### config.mk
export PLATFORM = sky130hd
export DESIGN_NAME = strap_board_test_mode_control
export DESIGN_NICKNAME = d
export VERILOG_FILES = /design/src/strap_test_pkg.sv /design/src/strap_mode_if.sv /design/src/xor_chain.sv /design/src/strap_board_test_mode_control.sv
export SDC_FILE = /design/constraint.sdc
export NUM_CORES = 1
export LEC_CHECK = 0
export BUFFER_PORTS_ARGS = -buffer_cell sky130_fd_sc_hd__buf_2
export CAP_MARGIN = 20
export CORE_AREA = 5 5 500 502
export CTS_CLUSTER_SIZE = 24
export DETAILED_ROUTE_END_ITERATION = 6
export DIE_AREA = 0 0 505 507
export GPL_TIMING_DRIVEN = 1
export PLACE_DENSITY = 0.35
export SLEW_MARGIN = 20
export SYNTH_ARGS = -nofsm -noshare
export SYNTH_HDL_FRONTEND = slang
export SYNTH_SLANG_ARGS = --single-unit
### constraint.sdc
create_clock -name ref_clk -period 2.21 [get_ports ref_clk]
set_input_delay 0.663 -clock ref_clk [delete_from_list [all_inputs] [get_ports ref_clk]]
set_output_delay 0.663 -clock ref_clk [all_outputs]
set_load 0.03 [all_outputs]
### src/strap_test_pkg.sv
package strap_test_pkg;
   // Number of device pins that the test logic can reach; one bit per package position.
   localparam int PIN_COUNT = 128;
   // Package position of the chain result output, counted from one.
   localparam int CHAIN_OUT_POS = 35;
   // Strap decode patterns for the two base-select straps.
   localparam logic [1:0] BASE_BOTH_LOW = 2'h0;
   localparam logic [1:0] BASE_BOTH_HIGH = 2'h3;
   // Reset values of the strap latches match the internal pull directions.
   localparam logic FLOAT_STRAP_RESET = 1'h1;
   localparam logic [1:0] BASE_STRAP_RESET = 2'h3;
   // Pin classes: bit set means the pin belongs to the class, index = position minus one.
   // Excluded pins are supplies, converter pins, dedicated inputs, reset and crystal pins.
   // The masks are board-specific and are parameters of the top with these defaults.
   localparam logic [PIN_COUNT-1:0] CHAIN_EXCLUDE_DEFAULT = 128'h0;
   localparam logic [PIN_COUNT-1:0] NEVER_FLOAT_DEFAULT = 128'h0;
   localparam logic [PIN_COUNT-1:0] PULLUP_DEFAULT = 128'h0;
   localparam logic [PIN_COUNT-1:0] NOPULL_DEFAULT = 128'h0;
   localparam logic [PIN_COUNT-1:0] STRAP_PIN_DEFAULT = 128'h0;

   // Test modes, one-hot.
   typedef enum logic [2:0] {
      MODE_NORMAL = 3'h1,
      MODE_XOR = 3'h2,
      MODE_FLOAT = 3'h4
   } test_mode_e;

   // Strap decode; the reserved combination falls back to normal operation.
   function automatic test_mode_e decodeMode(input logic floatStrap, input logic [1:0] baseStrap);
      if (floatStrap && baseStrap == BASE_BOTH_LOW) begin
         decodeMode = MODE_XOR;
      end else if (!floatStrap && baseStrap == BASE_BOTH_HIGH) begin
         decodeMode = MODE_FLOAT;
      end else begin
         decodeMode = MODE_NORMAL;
      end
   endfunction
endpackage

### src/strap_mode_if.sv
`timescale 1ns/1ps
`default_nettype none
// Carries the latched mode and the reset phase from the top to the chain module.
interface strap_mode_if;
   import strap_test_pkg::*;
   test_mode_e mode;
   logic coreReady;
   logic [PIN_COUNT-1:0] pinIn;
   logic chainResult;
   modport ctrl (output mode, output coreReady, output pinIn, input chainResult);
   modport chain (input mode, input coreReady, input pinIn, output chainResult);
endinterface
`default_nettype wire

### src/xor_chain.sv
`timescale 1ns/1ps
`default_nettype none
module xor_chain #(
   parameter logic [strap_test_pkg::PIN_COUNT-1:0] EXCLUDE = strap_test_pkg::CHAIN_EXCLUDE_DEFAULT
) (
   strap_mode_if.chain link // Mode, synchronised pin levels and chain result.
);
   import strap_test_pkg::*;

   // The chain is walked from the position after the output, upward, wrapping past
   // the last position to the first, ending at the output pin itself.
   // Being a pure parity, order does not change the result, but the walk is kept
   // so a ripple structure matches the board's expectation.
   always_comb begin
      logic acc;
      int pos;
      acc = 1'b0;
      pos = 0;
      for (int k = 0; k < PIN_COUNT; k++) begin
         pos = (CHAIN_OUT_POS + k) % PIN_COUNT;
         if (!EXCLUDE[pos] && pos != CHAIN_OUT_POS - 1) begin
            acc = acc ^ link.pinIn[pos];
         end
      end
      link.chainResult = acc;
   end
endmodule // xor_chain
`default_nettype wire

### src/strap_board_test_mode_control.sv
`timescale 1ns/1ps
`default_nettype none
module strap_board_test_mode_control #(
   parameter logic [strap_test_pkg::PIN_COUNT-1:0] CHAIN_EXCLUDE =
      strap_test_pkg::CHAIN_EXCLUDE_DEFAULT, // Pins kept out of the chain.
   parameter logic [strap_test_pkg::PIN_COUNT-1:0] NEVER_FLOAT =
      strap_test_pkg::NEVER_FLOAT_DEFAULT, // Pins that stay driven in float mode.
   parameter logic [strap_test_pkg::PIN_COUNT-1:0] PULLUP_PINS =
      strap_test_pkg::PULLUP_DEFAULT, // Keyscan inputs.
   parameter logic [strap_test_pkg::PIN_COUNT-1:0] NOPULL_PINS =
      strap_test_pkg::NOPULL_DEFAULT, // Bus clock, bus reset, bus frame.
   parameter logic [strap_test_pkg::PIN_COUNT-1:0] STRAP_PINS =
      strap_test_pkg::STRAP_PIN_DEFAULT // Pins that carry strap options.
) (
   input wire logic ref_clk, // Core clock, 125 MHz.
   input wire logic resetn, // Asynchronous core-domain reset, active low.
   input wire logic captureReset, // High while the reset is power-up or external POR.
   input wire logic coreResetDone, // Internal core reset sequence finished.
   input wire logic floatSelectStrap, // Float-select strap pin level.
   input wire logic baseSelectStrapHigh, // Base-select strap, upper pin level.
   input wire logic baseSelectStrapLow, // Base-select strap, lower pin level.
   input wire logic [strap_test_pkg::PIN_COUNT-1:0] pinIn, // Pad input levels.
   input wire logic [strap_test_pkg::PIN_COUNT-1:0] funcOut, // Functional output data.
   input wire logic [strap_test_pkg::PIN_COUNT-1:0] funcOe, // Functional output enables.
   input wire logic [strap_test_pkg::PIN_COUNT-1:0] funcPullUp, // Functional pull-up enables.
   input wire logic [strap_test_pkg::PIN_COUNT-1:0] funcPullDown, // Functional pull-down enables.
   output logic [strap_test_pkg::PIN_COUNT-1:0] padOut, // Pad output data.
   output logic [strap_test_pkg::PIN_COUNT-1:0] padOe, // Pad output enables, high drives.
   output logic [strap_test_pkg::PIN_COUNT-1:0] padPullUp, // Pad pull-up enables.
   output logic [strap_test_pkg::PIN_COUNT-1:0] padPullDown, // Pad pull-down enables.
   output logic [strap_test_pkg::PIN_COUNT-1:0] coreIn, // Pin levels seen by core logic.
   output logic [2:0] testMode // Latched one-hot mode.
);
   import strap_test_pkg::*;

   typedef struct packed {
      logic [2:0] strapSync1;
      logic [2:0] strapSync2;
      logic [1:0] readySync;
      logic captureWindow;
      logic floatStrap;
      logic [1:0] baseStrap;
      logic [PIN_COUNT-1:0] pinSync1;
      logic [PIN_COUNT-1:0] pinSync2;
      logic [PIN_COUNT-1:0] padOut;
      logic [PIN_COUNT-1:0] padOe;
      logic [PIN_COUNT-1:0] padPullUp;
      logic [PIN_COUNT-1:0] padPullDown;
      logic [PIN_COUNT-1:0] coreIn;
      logic [2:0] testMode;
   } state_s;

   state_s cur;
   state_s next_cur;
   strap_mode_if modeLink ();

   localparam logic [PIN_COUNT-1:0] OUT_ONEHOT = PIN_COUNT'(1) << (CHAIN_OUT_POS - 1);

   assign modeLink.mode = test_mode_e'(cur.testMode);
   assign modeLink.coreReady = cur.readySync[1];
   assign modeLink.pinIn = cur.pinSync2;

   xor_chain #(.EXCLUDE(CHAIN_EXCLUDE)) chainUnit (
      .link(modeLink)
   );

   // Next-state logic. Strap and pad levels cross two flops before any use.
   always_comb begin
      test_mode_e mode;
      logic [PIN_COUNT-1:0] chained;
      mode = test_mode_e'(cur.testMode);
      chained = ~CHAIN_EXCLUDE;
      next_cur = cur;
      next_cur.strapSync1 = {floatSelectStrap, baseSelectStrapHigh, baseSelectStrapLow};
      next_cur.strapSync2 = cur.strapSync1;
      next_cur.readySync = {cur.readySync[0], coreResetDone};
      next_cur.pinSync1 = pinIn;
      next_cur.pinSync2 = cur.pinSync1;
      // Capture after release only if the reset was of the capturing kind; the
      // level is sampled on every cycle of the window, here, never loaded by the asynchronous reset.
      next_cur.captureWindow = 1'b0;
      if (cur.captureWindow) begin
         next_cur.floatStrap = cur.strapSync2[2];
         next_cur.baseStrap = cur.strapSync2[1:0];
         next_cur.testMode = decodeMode(cur.strapSync2[2], cur.strapSync2[1:0]);
      end
      // Default: functional pass-through.
      next_cur.padOut = funcOut;
      next_cur.padOe = funcOe;
      next_cur.padPullUp = funcPullUp;
      next_cur.padPullDown = funcPullDown;
      next_cur.coreIn = cur.pinSync2;
      if (cur.captureWindow) begin
         // Strap pins float with their pulls while levels settle.
         next_cur.padOe = funcOe & ~STRAP_PINS;
      end else if (cur.readySync[1]) begin
         unique case (mode)
            MODE_FLOAT: begin
               next_cur.padOe = funcOe & NEVER_FLOAT;
            end
            MODE_XOR: begin
               next_cur.coreIn = '0;
               next_cur.padOe = OUT_ONEHOT;
               next_cur.padOut = {PIN_COUNT{modeLink.chainResult}} & OUT_ONEHOT;
               next_cur.padPullUp = chained & PULLUP_PINS;
               next_cur.padPullDown = chained & ~PULLUP_PINS & ~NOPULL_PINS;
            end
            MODE_NORMAL: begin
            end
         endcase
      end
   end

   // Single state register; reset loads constants only.
   always_ff @(posedge ref_clk or negedge resetn) begin
      if (!resetn) begin
         cur <= '0;
         cur.captureWindow <= 1'b0;
         cur.floatStrap <= FLOAT_STRAP_RESET;
         cur.baseStrap <= BASE_STRAP_RESET;
         cur.testMode <= MODE_NORMAL;
      end else begin
         cur <= next_cur;
         // Arm capture on every edge after a capturing reset until readySync sees coreResetDone; captureReset is
         // held by the reset controller across release, so sampling it here is safe.
         if (captureReset && !cur.readySync[1] && !cur.readySync[0]) begin
            cur.captureWindow <= 1'b1;
         end
      end
   end

   assign padOut = cur.padOut;
   assign padOe = cur.padOe;
   assign padPullUp = cur.padPullUp;
   assign padPullDown = cur.padPullDown;
   assign coreIn = cur.coreIn;
   assign testMode = cur.testMode;
endmodule // strap_board_test_mode_control
`default_nettype wire

* Word level (Yosys, flattened, before mapping) *
Index checks and enable logic that the tools add are counted.

word-level totals
  output and inout bits = 643
  register bits after elaboration = 908

operators by class
  bitwise operators = 126
  multiplexer cells = 10
  eq/ne operators = 3
  reductions and logical operators = 8

operator list
  cell                                                                   count
  384-bit two-way mux                                                    2
  640-bit two-way mux                                                    1
  128-bit two-way mux                                                    3
  128-bit case mux with 2 select lines                                   1
  1-bit XOR                                                              126
  3-bit two-way mux                                                      2
  1-bit logical AND                                                      4
  3-bit by 2-bit equality test with 1-bit output, second input constant  1
  3-bit equality test, second input constant                             1
  1-bit logical NOT                                                      3
  2-bit equality test, second input constant                             1
  2-bit logical NOT                                                      1
  1-bit two-way mux                                                      1

* Logic depth before layout (Yosys ltp) *
  word-level depth = 129
  gate-level depth with buffers = 7
  mapped depth without buffers = 7

* Modules after synthesis *
Synthesis repeated with hierarchy kept, for this count alone.

second synthesis, totals
  cells, all modules = 2400
  area, all modules = 33042.9 um^2

by module, submodules not included
  module                         times used  cells each  area each (um^2)
  strap_board_test_mode_control  1           2275        31934.4
  xor_chain                      1           125         1108.6

* Worst setup path before layout *
OpenSTA, ideal clock, no wires.

  path type = register -> register
  from = reg cur (netlist bit modeLink.pinIn[118])
  to = reg cur (netlist bit padOut[34])
  arrival time = 1889 ps
  path buffers = 0
  stages on the path, launching flop included = 8
  library setup time = 76 ps
  path slack = 245 ps
  period minus slack after synthesis = 1965 ps
  cells stage by stage = dfrtp_1 > xor2_1 > xnor2_1 > xnor2_1 > xnor3_1 > xnor3_1 > xnor3_1 > o21ai_1

RTL lines
  what                      RTL line                              text
  start: declaration        strap_board_test_mode_control.sv:53   state_s cur;
  start signal: assignment  strap_board_test_mode_control.sv:123  cur <= next_cur;

==> flow_metrics.py <==
metrics = {
    "status": {
        "outcome": "finished, violations left",
        "failed_checks": "setup timing",
    },
    "global_route": {
        "grt_usage_pct": 11.38,
        "grt_max_degree": 99,
        "grt_pass1_wl_um": 200300,
        "grt_pass1_vias": 22380,
        "antenna_found_initial": 122,
        "overflow": 0,
    },
    "route": {
        "drc_errors": 0,
        "vias": 19930,
        "detail-route-antenna-nets": 0,
        "wl_um": 150400,
        "wire_per_inst_um": 22.18,
        "avgViaCountPerCell": 2.939,
        "drtPass1Iterations": 4,
        "drt_iter0_drc": 996,
    },
    "sta": {
        "fin_crit_sh_pct": 100.3,
        "max-slew-margin-rel_pct": 52.77,
        "clock_skew_ns": 0.05507,
        "min_period_ns": 2.217,
        "tightest_slew_ns": 0.7084,
        "max_freq_mhz": 451.0,
        "setup-tns-final_ns": -0.007224,
        "finalHoldViolCount": 0,
        "timing.final.ws_setup_ns": -0.007224,
        "slew_violations": 0,
        "setup_viol": 1,
        "rsz0062_at_grt": "true",
    },
    "logic_synthesis": {
        "yosysTopAreaCell": "dfrtp_1",
        "ys_top_cells_by_area": "dfrtp_1 69%, buf_4 15%, and2_1 9.6%",
        "synth-seq-area-share_pct": 68.74,
        "synth_nets": 3048,
        "synthDistinctLibCells": 20,
        "synth_area_mm2": 0.03306,
        "netlist_instances": 2401,
        "yosysWarnings": 0,
        "ys_seq_elements": 908,
        "syn_area_per_cell_um2": 13.77,
        "netlist.area_leader.share_pct": 68.66,
    },
    "power_and_ir_drop": {
        "p_leak_nw": 21.27,
        "p_per_area_mw_per_mm2": 934.4,
        "ir_worst_vdd_mv": 0.5347,
    },
    "die": {
        "die_height_um": 507,
        "die_area_mm2": 0.2560,
        "io_pins": 1290,
        "start_util_pct": 13.50,
        "die-width_um": 505,
        "core_mm2": 0.2448,
        "rows": 182,
    },
    "setup_path": {
        "crit_path_end_kind": "flip-flop",
        "r2r-end": "padOut[34]$_DFF_PN0_",
        "cp.required_ns": 2.87,
        "worst_ep_arrival_time_ns": 2.88,
        "critPathLaunch": "modeLink.pinIn[71]$_DFF_PN0_",
        "endpoint": "padOut[34]$_DFF_PN0_",
        "crit_type": "flip-flop to flip-flop",
        "ff2ff_path_depth": 8,
        "path_max_fanout": 2,
        "rr_startpoint": "modeLink.pinIn[71]$_DFF_PN0_",
        "reg2reg_setup_slack_ns": -0.007,
        "start_kind": "flip-flop",
    },
    "clock_tree": {
        "tritoncts": "done",
        "cts.sinks": 908,
        "htreeDepth": 3,
        "clk_latency_ns": 0.75,
        "cts.path.max_buffers": 3,
        "cts_buffers": 111,
        "path_clk_slew_ns": 0.06,
        "ctsRootBufferMaster": "clkbuf_16",
    },
    "layout": {
        "post-route-util_pct": 18.83,
        "drive_above_1_share_pct": 44.09,
        "multi_input_area_mm2": 0.005314,
        "syn2layout_area_growth_pct": 39.46,
        "seq_area_mm2": 0.02273,
        "nets": 4083,
        "fillCellCount": 26830,
    },
    "place": {
        "port_buffers": 1289,
        "place_congestion": 0.8716,
        "dp_hpwl_um": 125200,
    },
    "hold_path": {
        "hold_class": "input port to flip-flop",
    },
    "run": {
        "maxCapViolCount": 0,
    },
}
==> critical path, stage by stage, from the launching register on <==
cell	delay, ns
dfrtp_1	0.38
xnor2_1	0.18
buf_4	0.17
xnor2_1	0.15
xnor2_1	0.15
xnor3_1	0.45
xnor2_2	0.18
xnor3_1	0.34
o21ai_1	0.12
==> cells in the mapped netlist <==
| master | number |
|---|---|
| a21oi_1 | 3 |
| and2_1 | 509 |
| and2_2 | 1 |
| buf_4 | 643 |
| clkbuf_1 | 69 |
| dfrtp_1 | 907 |
| dfstp_2 | 1 |
| inv_1 | 2 |
| mux2_2 | 2 |
| nand2_1 | 4 |
| nand2b_1 | 128 |
| nand3_1 | 2 |
| nor2_1 | 3 |
| nor3b_1 | 2 |
| o21ai_0 | 1 |
| o21ai_1 | 1 |
| xnor2_1 | 101 |
| xnor2_2 | 2 |
| xnor3_1 | 4 |
| xor2_1 | 16 |
==> sequential cells by signal (all words and copies together) (netlist names) <==
signal          flops
coreIn            128
cur               137
modeLink.pinIn    128
padOe             128
padOut            128
padPullDown       128
padPullUp         128
testMode            3
==> repair_timing <==
item | 4_1_cts | 5_1_grt
setup buffers | 1 | 0
endpoints found under the hold margin | 288 | 0
gates resized for setup | 42 | 1
setup endpoints to repair | 26 | 1
hold buffers | 280 | 0
pin swaps | 6 | 0
==> routing by layer <==
layer | vias to the layer above | wire [um] | global-route usage (%)
li1 | 8774 | - | -
met1 | 9802 | 56700 | 12.75
met2 | 1051 | 72680 | 19.40
met3 | 245 | 17270 | 5.633
met4 | 58 | 3385 | 2.622
met5 | - | 377 | 0
==> report_power, final <==
part           total (mW)  internal (mW)  switching, mW
sequential           17.9           17.6          0.369
combinational        6.24           2.46           3.78
clock                18.9           11.3           7.64
total                43.1           31.3           11.8
==> through the flow <==
stage | cells | power [mW] | cell area, um^2 | hold slack [ns] | setup slack (ns)
after global routing | 6746 | 45.12 | 46010 | 0.02923 | -0.1244
after global placement | 6262 | 24.16 | 39220 | 0.3329 | -0.2625
after floorplan | 2401 | 21.98 | 33060 | 0.3312 | 0.2448
after CTS | 6742 | 44.30 | 45990 | 0.0001949 | -0.04980
final | 6781 | 43.07 | 46100 | 0.1199 | -0.007224
after detailed placement | 6262 | 24.17 | 39220 | 0.3347 | -0.2575
==> cells in the final DEF (no fill, tap or decap), types with 5 or more instances in the layout <==
cell type      Yosys  layout
clkinv_4           0       6
buf_6              0       5
diode_2            0      39
clkbuf_8           0      26
xnor2_1          101      94
clkinv_2           0      13
xnor2_2            2       9
dlygate4sd3_1      0     280
and2_1           509     509
xor2_1            16      16
bufinv_16          0       9
buf_4            643      64
nand2b_1         128     128
clkbuf_16          0     112
buf_12             0      21
buf_2              0    1263
dfrtp_1          907     903
clkbuf_1          69      21
==> cells by family (layout without fill, tap and decap cells) <==
| kind of cell | count (synthesis) | after routing | synth area share, % |
|---|---|---|---|
| AO/OA/AOI/OAI | 5 | 5 | 0.07566 |
| XOR/XNOR | 123 | 123 | 3.471 |
| buffers and inverters | 714 | 1835 | 15.41 |
| flip-flops | 908 | 908 | 68.74 |
| multiplexers | 2 | 2 | 0.06813 |
| other | 0 | 39 | 0 |
| AND/OR/NAND/NOR | 649 | 649 | 12.23 |
==> how the worst min path moves through the flow <==
stage / from / slack, ns / cells after the start / endpoint
4_1_cts: funcOut[57] / 0.0002 / 2 / padOut[57]$_DFF_PN0_
3_5_place_dp: cur[879]$_DFF_PN0_ / 0.33 / 0 / modeLink.pinIn[108]$_DFF_PN0_
5_1_grt: funcPullDown[4] / 0.03 / 2 / padPullDown[4]$_DFF_PN0_
2_1_floorplan: cur[908]$_DFF_PN0_ / 0.33 / 0 / cur[905]$_DFF_PN0_
6_report: funcPullDown[74] / 0.12 / 2 / padPullDown[74]$_DFF_PN0_
3_3_place_gp: cur[824]$_DFF_PN0_ / 0.33 / 0 / modeLink.pinIn[53]$_DFF_PN0_
==> layout make-up <==
cell class | count | share of cell area [%]
Antenna cell | 39 | 0.2117
Sequential cell | 908 | 49.30
Inverter | 2 | 0.01629
Timing Repair Buffer | 1634 | 21.90
Clock inverter | 40 | 1.273
Clock buffer | 159 | 7.027
Tap cell | 3220 | 8.740
Multi-Input combinational cell | 779 | 11.53
Note: power is estimated with default switching activity, not from simulation.
